$ cat config.mk
export PLATFORM = sky130hd
export DESIGN_NAME = bsf_fsm
export DESIGN_NICKNAME = d
export VERILOG_FILES = /design/src/hdl/bsf_pkg.sv /design/src/hdl/bsf_sync.sv /design/src/hdl/bsf_fsm.sv
export VERILOG_INCLUDE_DIRS = /design/src /design/src/hdl
export SDC_FILE = /design/constraint.sdc
export NUM_CORES = 1
export LEC_CHECK = 0
export ABC_AREA = 1
export BUFFER_PORTS_ARGS = -buffer_cell sky130_fd_sc_hd__buf_4
export CAP_MARGIN = 40
export CORE_ASPECT_RATIO = 1.25
export CORE_MARGIN = 4
export CORE_UTILIZATION = 55
export CTS_BUF_LIST = sky130_fd_sc_hd__clkbuf_4
export DETAILED_ROUTE_END_ITERATION = 7
export GPL_TIMING_DRIVEN = 0
export PLACE_DENSITY = 0.85
export SLEW_MARGIN = 10
export SYNTH_ARGS = -nofsm -noshare
export SYNTH_HDL_FRONTEND = slang
export SYNTH_SLANG_ARGS = --single-unit
$ cat constraint.sdc
create_clock -name mclk_in -period 4.6 [get_ports mclk_in]
set_input_delay 0.92 -clock mclk_in [delete_from_list [all_inputs] [get_ports mclk_in]]
set_output_delay 0.92 -clock mclk_in [all_outputs]
set_load 0.02 [all_outputs]
$ cat src/hdl/bsf_map.svh
// Constants of the backlight state and fault sequencer.
// Assumes inclusion by bare name from the package and the top module.
`ifndef BSF_MAP_SVH
`define BSF_MAP_SVH

// ****************************************
// Timing
// ****************************************
`define BSF_CLK_HZ      125000000
`define BSF_DISCH_MS    9'd400
`define BSF_SOFT_MS     9'd25
`define BSF_BOOST_MS    9'd50
`define BSF_RECOV_MS    9'd100
`define BSF_BUSTO_MS    9'd500
`define BSF_SHORT_MS    3'd5

// ****************************************
// Register offsets (byte addresses)
// ****************************************
`define BSF_ADR_BRT     8'h00
`define BSF_ADR_CUR     8'h04
`define BSF_ADR_IE      8'h08
`define BSF_ADR_STAT    8'h0C
`define BSF_ADR_DIAG    8'h10
`define BSF_ADR_CFG     8'h14

// ****************************************
// Fields and reset values
// ****************************************
`define BSF_NCH         4
`define BSF_NF          7
`define BSF_CLR_POS     8
`define BSF_F_CURRENT_SET_PIN      0
`define BSF_F_TSD       1
`define BSF_F_OPEN      2
`define BSF_F_SHORT     3
`define BSF_F_GND       4
`define BSF_F_INV       5
`define BSF_F_BUS       6
`define BSF_IE_DIS      2'b01
`define BSF_IE_ENA      2'b11
`define BSF_CURRENT_SET_PIN_CODE   12'h03FF
`define BSF_CUR_RST     12'h0FFF
`define BSF_BRT_RST     16'hFFFF

`endif

$ cat src/hdl/bsf_pkg.sv
// Types of the backlight state and fault sequencer.
// Assumes bsf_map.svh is on the include path.
`include "bsf_map.svh"

package bsf_pkg;

    // ****************************************
    // Functional states
    // ****************************************
    typedef enum logic [3:0] {
        BSF_OFF    = 4'b0000,
        BSF_DISCH  = 4'b0001,
        BSF_INIT   = 4'b0010,
        BSF_STBY   = 4'b0011,
        BSF_SOFT   = 4'b0100,
        BSF_BOOST  = 4'b0101,
        BSF_NORMAL = 4'b0110,
        BSF_RECOV  = 4'b0111,
        BSF_LATCH  = 4'b1000
    } bsf_state_t;

    // Pin-side sense inputs, all asynchronous to the clock
    typedef struct packed {
        logic                     en;
        logic                     nvm_done;
        logic                     sense_done;
        logic [`BSF_NCH-1:0]      used;
        logic                     current_set_pin_low;
        logic                     over_temp;
        logic                     boost_at_max;
        logic                     bus_open;
        logic [`BSF_NCH-1:0]      hr_low;
        logic [`BSF_NCH-1:0]      hr_high;
        logic [`BSF_NCH-1:0]      gnd_low;
        logic [`BSF_NCH-1:0]      unused_open;
    } bsf_sense_t;

    // Power-train and housekeeping controls
    typedef struct packed {
        logic regulator_en;
        logic nvm_load;
        logic discharge;
        logic plsw_en;
        logic plsw_soft;
        logic boost_en;
        logic boost_ilim_low;
        logic vin_arm;
        logic gnd_test;
        logic boost_arm;
        logic led_arm;
        logic serial_rst;
    } bsf_pwr_t;

endpackage

$ cat src/hdl/bsf_sync.sv
// Two-flop synchroniser for a bundle of pin levels.
// Assumes each bit is a slow level; no bus coherence across bits.
`timescale 1ns/1ps

module bsf_sync #(
    parameter int W = 1
) (
    input  wire logic         mclk_in,
    input  wire logic         rstn_in,
    input  wire logic [W-1:0] d_in,
    output logic      [W-1:0] q_out
);

    logic [W-1:0] meta_q;

    // First stage feeds only the second
    always_ff @(posedge mclk_in or negedge rstn_in) begin
        if (!rstn_in) begin
            meta_q <= '0;
            q_out  <= '0;
        end else begin
            meta_q <= d_in;
            q_out  <= meta_q;
        end
    end

endmodule

$ cat src/hdl/bsf_fsm.sv
// Backlight state sequencer with fault reactions and Wishbone registers.
// Assumes analog sense levels arrive asynchronously on sense_in.
`timescale 1ns/1ps
`include "bsf_map.svh"

module bsf_fsm
    import bsf_pkg::*;
#(
    parameter int MS_CYCLES = `BSF_CLK_HZ / 1000
) (
    input  wire logic         mclk_in,
    input  wire logic         rstn_in,
    input  wire bsf_sense_t   sense_in,
    input  wire logic [7:0]   wb_adr_in,
    input  wire logic [31:0]  wb_dat_in,
    input  wire logic [3:0]   wb_sel_in,
    input  wire logic         wb_we_in,
    input  wire logic         wb_cyc_in,
    input  wire logic         wb_stb_in,
    output logic      [31:0]  wb_dat_out,
    output logic              wb_ack_out,
    output bsf_pwr_t          pwr_out,
    output logic      [3:0]   led_en_out,
    output logic      [11:0]  string_current_code_out,
    output logic              int_n_out
);

    // ****************************************
    // Input synchronisation and ms tick
    // ****************************************
    bsf_sense_t  s;
    logic [16:0] div_q;
    logic        tick_q;

    bsf_sync #(.W($bits(bsf_sense_t))) u_sync (
        .mclk_in (mclk_in),
        .rstn_in (rstn_in),
        .d_in    (sense_in),
        .q_out   (s)
    );

    // One-cycle enable every millisecond
    always_ff @(posedge mclk_in or negedge rstn_in) begin
        if (!rstn_in) begin
            div_q  <= 17'h0_0000;
            tick_q <= 1'b0;
        end else if (div_q == MS_CYCLES[16:0] - 17'd1) begin
            div_q  <= 17'h0_0000;
            tick_q <= 1'b1;
        end else begin
            div_q  <= div_q + 17'd1;
            tick_q <= 1'b0;
        end
    end

    // ****************************************
    // State decode
    // ****************************************
    bsf_state_t      st_q;
    bsf_state_t      st_d;
    logic [8:0]      tmr_q;
    logic [15:0]     brt_q;
    logic [11:0]     cur_q;
    logic [3:0]      used_q;
    logic [3:0]      dis_q;
    logic [3:0]      led_q;
    logic [6:0]      fl_q;
    logic [6:0]      ie_q;
    logic [8:0]      bus_q;
    logic [2:0]      sh_q [4];

    wire run     = st_q inside {BSF_STBY, BSF_SOFT, BSF_BOOST, BSF_NORMAL};
    wire live    = st_q inside {BSF_SOFT, BSF_BOOST, BSF_NORMAL};
    wire powered = run || st_q inside {BSF_RECOV, BSF_LATCH};
    wire brt_nz  = |brt_q;
    wire [3:0] active  = used_q & ~dis_q;
    wire       all_dad = (|used_q) && !(|active);
    wire       init_ok = s.nvm_done && s.sense_done;

    // Ground check: soft start always, later only on dark channels
    wire [3:0] gnd_win = {4{st_q == BSF_SOFT}}
                       | ({4{st_q inside {BSF_BOOST, BSF_NORMAL}}} & ~led_q);
    wire [3:0] gnd_ch  = used_q & s.gnd_low & gnd_win;
    wire [3:0] open_ch = {4{st_q == BSF_NORMAL && s.boost_at_max}}
                       & led_q & s.hr_low;
    wire [3:0] sh_cond = {4{st_q == BSF_NORMAL && |(led_q & ~s.hr_high)}}
                       & led_q & s.hr_high;
    logic [3:0] short_ch;
    wire       bus_evt = s.bus_open && tick_q
                       && (bus_q >= `BSF_BUSTO_MS - 9'd1);

    // ****************************************
    // Next state
    // ****************************************
    always_comb begin
        st_d = st_q;
        case (st_q)
            BSF_OFF:    if (s.en) st_d = BSF_INIT;
            BSF_DISCH:  if (tmr_q >= `BSF_DISCH_MS) st_d = BSF_OFF;
            BSF_INIT:   if (init_ok) st_d = BSF_STBY;
            BSF_STBY:   if (!s.over_temp) st_d = BSF_SOFT;
            BSF_SOFT: begin
                if (|gnd_ch) st_d = BSF_RECOV;
                else if (tmr_q >= `BSF_SOFT_MS) st_d = BSF_BOOST;
            end
            BSF_BOOST: begin
                if (|gnd_ch) st_d = BSF_RECOV;
                else if (tmr_q >= `BSF_BOOST_MS) st_d = BSF_NORMAL;
            end
            BSF_NORMAL: if (|gnd_ch) st_d = BSF_RECOV;
            BSF_RECOV: begin
                if (tmr_q >= `BSF_RECOV_MS && s.en && brt_nz) begin
                    st_d = BSF_STBY;
                end
            end
            BSF_LATCH:  st_d = BSF_LATCH;
            default:    st_d = BSF_INIT;
        endcase
        // Hot die parks the sequence in standby
        if (live && s.over_temp) st_d = BSF_STBY;
        if (live && all_dad) st_d = BSF_LATCH;
        // Enable low beats everything once powered
        if (!s.en && !(st_q inside {BSF_OFF, BSF_DISCH})) begin
            st_d = BSF_DISCH;
        end
    end

    // State register and per-state ms timer
    always_ff @(posedge mclk_in or negedge rstn_in) begin
        if (!rstn_in) begin
            st_q  <= BSF_INIT;
            tmr_q <= 9'h000;
        end else begin
            st_q <= st_d;
            if (st_d != st_q) tmr_q <= 9'h000;
            else if (tick_q && tmr_q != 9'h1FF) tmr_q <= tmr_q + 9'd1;
        end
    end

    // ****************************************
    // String bookkeeping
    // ****************************************
    // Short qualifier counters, one per channel
    genvar gi;
    generate
        for (gi = 0; gi < 4; gi++) begin : g_sh
            assign short_ch[gi] = sh_cond[gi] && tick_q
                                && sh_q[gi] >= `BSF_SHORT_MS;
            always_ff @(posedge mclk_in or negedge rstn_in) begin
                if (!rstn_in) sh_q[gi] <= 3'h0;
                else if (!sh_cond[gi]) sh_q[gi] <= 3'h0;
                else if (tick_q && sh_q[gi] != 3'h7) begin
                    sh_q[gi] <= sh_q[gi] + 3'd1;
                end
            end
        end
    endgenerate

    // Disabled strings stay out until the next power cycle
    always_ff @(posedge mclk_in or negedge rstn_in) begin
        if (!rstn_in) begin
            used_q <= 4'h0;
            dis_q  <= 4'h0;
            led_q  <= 4'h0;
        end else begin
            if (st_q == BSF_INIT) dis_q <= 4'h0;
            else dis_q <= dis_q | open_ch | short_ch;
            if (st_q == BSF_INIT && init_ok) used_q <= s.used;
            led_q <= (st_q == BSF_NORMAL && brt_nz)
                   ? active & ~open_ch & ~short_ch : 4'h0;
        end
    end

    // Bus watchdog: restarts while the transaction stays open
    always_ff @(posedge mclk_in or negedge rstn_in) begin
        if (!rstn_in) bus_q <= 9'h000;
        else if (!s.bus_open || bus_evt) bus_q <= 9'h000;
        else if (tick_q) bus_q <= bus_q + 9'd1;
    end

    // ****************************************
    // Fault flags and interrupt
    // ****************************************
    logic [6:0] evt;
    logic [6:0] clr;
    wire take   = wb_cyc_in && wb_stb_in && !wb_ack_out;
    // Write lands on the edge where the master sees ack
    wire cfg_ok = run || st_q inside {BSF_RECOV, BSF_LATCH};
    wire wr     = wb_cyc_in && wb_stb_in && wb_we_in && wb_ack_out
               && cfg_ok;
    wire [15:0] wm  = {{8{wb_sel_in[1]}}, {8{wb_sel_in[0]}}};
    wire [15:0] wd  = wb_dat_in[15:0];

    assign evt[`BSF_F_CURRENT_SET_PIN]  = powered && s.current_set_pin_low;
    assign evt[`BSF_F_TSD]   = run && s.over_temp;
    assign evt[`BSF_F_OPEN]  = |open_ch;
    assign evt[`BSF_F_SHORT] = |short_ch;
    assign evt[`BSF_F_GND]   = |gnd_ch;
    assign evt[`BSF_F_INV]   = run && |(~used_q & s.unused_open);
    assign evt[`BSF_F_BUS]   = bus_evt;
    // Clear needs flag bit and its clear bit together
    assign clr = (wr && wb_adr_in == `BSF_ADR_STAT)
               ? wd[6:0] & wd[`BSF_CLR_POS +: 7] & wm[6:0]
                 & wm[`BSF_CLR_POS +: 7]
               : 7'h00;

    // Hardware set wins over a same-cycle clear
    always_ff @(posedge mclk_in or negedge rstn_in) begin
        if (!rstn_in) begin
            fl_q      <= 7'h00;
            int_n_out <= 1'b1;
        end else begin
            fl_q      <= (fl_q & ~clr) | evt;
            int_n_out <= !(|(fl_q & ie_q));
        end
    end

    // Interrupt enables: two-bit codes, other codes leave it alone
    logic [13:0] ie_rd;
    generate
        for (gi = 0; gi < 7; gi++) begin : g_ie
            wire [1:0] code = wd[2*gi +: 2];
            wire       hit  = wr && wb_adr_in == `BSF_ADR_IE
                           && wm[2*gi] && wm[2*gi+1];
            assign ie_rd[2*gi +: 2] = {ie_q[gi], 1'b0};
            always_ff @(posedge mclk_in or negedge rstn_in) begin
                if (!rstn_in) ie_q[gi] <= 1'b1;
                else if (hit && code == `BSF_IE_DIS) ie_q[gi] <= 1'b0;
                else if (hit && code == `BSF_IE_ENA) ie_q[gi] <= 1'b1;
            end
        end
    endgenerate

    // ****************************************
    // Configuration registers and bus answer
    // ****************************************
    wire [31:0] rd =
        (wb_adr_in == `BSF_ADR_BRT)  ? {16'h0000, brt_q} :
        (wb_adr_in == `BSF_ADR_CUR)  ? {20'h0_0000, cur_q} :
        (wb_adr_in == `BSF_ADR_IE)   ? {18'h0_0000, ie_rd} :
        (wb_adr_in == `BSF_ADR_STAT) ? {25'h000_0000, fl_q} :
        (wb_adr_in == `BSF_ADR_DIAG) ? {24'h00_0000, dis_q, st_q} :
        (wb_adr_in == `BSF_ADR_CFG)  ? {28'h000_0000, used_q} :
        32'h0000_0000;

    // Current code is pinned in the powered states while the set resistor reads shorted
    always_ff @(posedge mclk_in or negedge rstn_in) begin
        if (!rstn_in) begin
            brt_q <= `BSF_BRT_RST;
            cur_q <= `BSF_CUR_RST;
        end else begin
            if (wr && wb_adr_in == `BSF_ADR_BRT) begin
                brt_q <= (brt_q & ~wm) | (wd & wm);
            end
            if (evt[`BSF_F_CURRENT_SET_PIN]) cur_q <= `BSF_CURRENT_SET_PIN_CODE;
            else if (wr && wb_adr_in == `BSF_ADR_CUR) begin
                cur_q <= (cur_q & ~wm[11:0]) | (wd[11:0] & wm[11:0]);
            end
        end
    end

    // Single-wait-state slave; unmapped reads return zero
    always_ff @(posedge mclk_in or negedge rstn_in) begin
        if (!rstn_in) begin
            wb_ack_out <= 1'b0;
            wb_dat_out <= 32'h0000_0000;
        end else begin
            wb_ack_out <= take;
            if (take) wb_dat_out <= rd;
        end
    end

    // ****************************************
    // Power-train outputs
    // ****************************************
    bsf_pwr_t pwr_d;
    always_comb begin
        pwr_d                = '0;
        pwr_d.regulator_en   = st_q != BSF_OFF;
        pwr_d.nvm_load       = st_q == BSF_INIT;
        pwr_d.discharge      = st_q == BSF_DISCH;
        pwr_d.plsw_en        = live;
        pwr_d.plsw_soft      = st_q == BSF_SOFT;
        pwr_d.vin_arm        = live;
        pwr_d.gnd_test       = live;
        pwr_d.boost_en       = st_q inside {BSF_BOOST, BSF_NORMAL};
        pwr_d.boost_ilim_low = st_q == BSF_BOOST;
        pwr_d.boost_arm      = st_q inside {BSF_BOOST, BSF_NORMAL};
        pwr_d.led_arm        = st_q == BSF_NORMAL;
        pwr_d.serial_rst     = bus_evt;
    end

    // Recovery, latch and discharge all leave the train off
    always_ff @(posedge mclk_in or negedge rstn_in) begin
        if (!rstn_in) begin
            pwr_out    <= '0;
            led_en_out <= 4'h0;
            string_current_code_out <= `BSF_CUR_RST;
        end else begin
            pwr_out    <= pwr_d;
            // Gate with the state so drivers drop with led_arm
            led_en_out <= (st_q == BSF_NORMAL) ? led_q : 4'h0;
            string_current_code_out <= cur_q;
        end
    end

endmodule

==> results.toml <==
[critical_path]
rr_endpoint = "tmr_q[0]"
critPathTopFamily = "simple AND/OR/NAND/NOR gates"
crit_arrival_ps = 2910
critPathBufInv = 1
path_cells = "inv_2 > nand3_1 > nor2_2 > nand3_4 > nand2_1 > nor2_1 > o21ai_0 > nor2_1 > nand3_1 > nand2_2 > nand3_1 > nand3_4 > nor2_2"
cpMostUsedCell = "nand3_1"
rrSetupSlack_ps = 2250
crit_start = "st_q[3]"
crit_type = "reg2reg"
crit_fanout = 9
worst-path-stages = 13
end_kind = "flop"
cp_slowest_cell = "dfrtp_1"
max_stage_delay_ps = 490
reg2reg_depth = 13
critPathLaunchType = "flop"
r2r-start = "st_q[3]"
required_ps = 5150

[detailed_routing]
finalWirelength_microns = 19700
drt_iter0_drc = 584
wl_per_cell_microns = 14.9
vias = 6865
ant_nets = 0
drt_first_pass_iters = 6
drt-vias-per-instance = 5.20
drc = 0

[floorplan]
rows = 51
die_x_microns = 121
dieArea_sq_mm = 0.0181
coreArea_sq_mm = 0.0156
initial_utilization = 0.563
ios = 138
die_h_microns = 149

[yosys]
syn_area_per_cell_sq_um = 9.76
yosys_most_used_dff = "dfrtp_1"
netlist_area_sq_mm = 0.00881
ys_warn_count = 0
syn_inst = 902
yosysSeqAreaShare = 0.584
synth-edff-count = 0
ys_ff_latch = 203
synthArstFlopShare = 1.00
synth_cell_types = 47

[clock_network]
cts_hold_buffers = 0
ctsResizeCount = 0
cts.sinks = 203
cts_max_path_buffers = 3
cts-root-buf = "clkbuf_4"
htreeDepth = 2
clkLatencyLatePin_ps = 640
post_cts_buffers = 0
cts_tree = "yes"
numCtsBuffers = 47
path_clk_slew_ps = 70

[global_routing]
antenna_found_initial = 1
grt_usage = 0.224
grt_pass1_wl_microns = 32400
grt_pass1_vias = 6955
grt-ovfl-total = 0
grt_start_max_net_pins = 122

[layout]
layout_commonest_cell = "dfrtp_1"
final_nets = 1165
drive_gt1_frac = 0.271
syn_to_final_growth_pct = 19.5
fillCellCount = 1252
layout_common_cells = "dfrtp_1, nand2_1, buf_4, inv_1, nor2_1"

[sta]
final.setup.tns_ps = 0
clock.fmax_mhz = 425
worstMarginPinSlew_ps = 769
setup_viol = 0
timing.final.max_slew_violations = 0
timing.hold.ws_ps = 253
fin_crit_ps = 2350
slew_headroom = 0.482
hold_viol = 0
fin_skew_ps = 33.2
grt_setup_unrepaired = "no"
finalCritPeriodShare = 0.511

[outcome]
status = "complete, no violations"

[pwr]
p_leak_nw = 5.23
power_density_mw_per_mm2 = 420
vdd_drop_max_mv = 0.247

[placement]
io_buffers = 102
routabilityCongestion = 0.970
hpwl_microns = 14600

[min_path]
hold_path.class = "in2async"

[run]
max-cap-violations = 0
worst reg2reg max path, delay by kind of cell (launching register included):
family                 cells  cell delay, ps
and+or+nand+nor           11            1580
DFF                        1             490
buffers and inverters      1             130
AOI/OAI and AO/OA          1              70
per-stage QoR:
stage,utilization,instance area [sq um],worst slack [ps],power (W),cells
final,0.673,10500,2250,0.00442,1319
after floorplan,-,8860,2270,0.00275,917
after global placement,0.633,9890,1370,0.00309,1231
after detailed placement,0.635,9930,1660,0.00310,1233
after global routing,0.673,10500,2070,0.00469,1319
after CTS,0.672,10500,2280,0.00447,1316
cell usage after synthesis, drive strengths merged (7+ instances only):
library cell / instances / share of area
a21oi: 44 / 0.025
dfrtp: 154 / 0.44
nor4: 9 / 0.0064
nand3: 50 / 0.031
nand4: 13 / 0.0092
inv: 123 / 0.053
dfstp: 49 / 0.15
nand2: 151 / 0.067
or2: 7 / 0.0050
buf: 19 / 0.016
nor2: 94 / 0.046
o22ai: 8 / 0.0057
mux2: 11 / 0.014
xor2: 19 / 0.019
ha: 18 / 0.026
o21ai: 47 / 0.027
nor3: 23 / 0.013
clkbuf: 8 / 0.0034
routing by layer:
layer,GRT usage,up-vias,wire [microns]
li1,-,3319,-
met5,0,-,0
met3,0.0544,57,1320
met1,0.259,3226,7640
met4,0.108,0,682
met2,0.389,263,10100
where the power goes:
part	leakage (nW)	switching [W]	total, W	internal, W
Sequential	2.46	0.0000873	0.00209	0.00200
Clock	0.355	0.000648	0.00134	0.000696
Combinational	2.42	0.000651	0.000985	0.000334
Total	5.23	0.00139	0.00442	0.00303
sequential cells by signal, indices dropped and copies added (netlist names), 7 cells and up, named ones only:
register                 cells
u_sync.q_out                27
string_current_code_out     12
fl_q                         7
div_q                       17
ie_q                         7
cur_q                       12
pwr_out                      9
bus_q                        9
sh_q                        12
tmr_q                        9
wb_dat_out                  16
u_sync.meta_q               27
worst max-delay path by stage:
stage	end	slack [ps]
finish	tmr_q[0]	2250
global route	tmr_q[6]	2070
CTS	tmr_q[0]	2280
detailed placement	fl_q[1]	1660
global placement	bus_q[5]	1370
floorplan	fl_q[2]	2270
layout make-up:
type | count | area [sq um] | share of cell area
plain buffers | 27 | 173 | 0.0164
multi-input cells | 563 | 3080 | 0.293
diodes | 2 | 5.00 | 0.000476
inverters | 124 | 468 | 0.0445
flip-flops and latches | 203 | 5140 | 0.489
clock buffers | 70 | 526 | 0.0500
repair buffers | 105 | 811 | 0.0771
clock inverters | 13 | 51.3 | 0.00488
well taps | 212 | 265 | 0.0252
cell families after synthesis:
group           after synthesis  share of synthesized area
other cells                   1                   0.000426
flops                       203                      0.584
buf+inv                     151                     0.0727
simple gates                351                      0.182
fa+ha+maj                    18                     0.0256
compound gates              142                     0.0962
mux                          15                     0.0186
xor+xnor                     21                     0.0209
No activity file was read; power rests on OpenSTA's default activity.
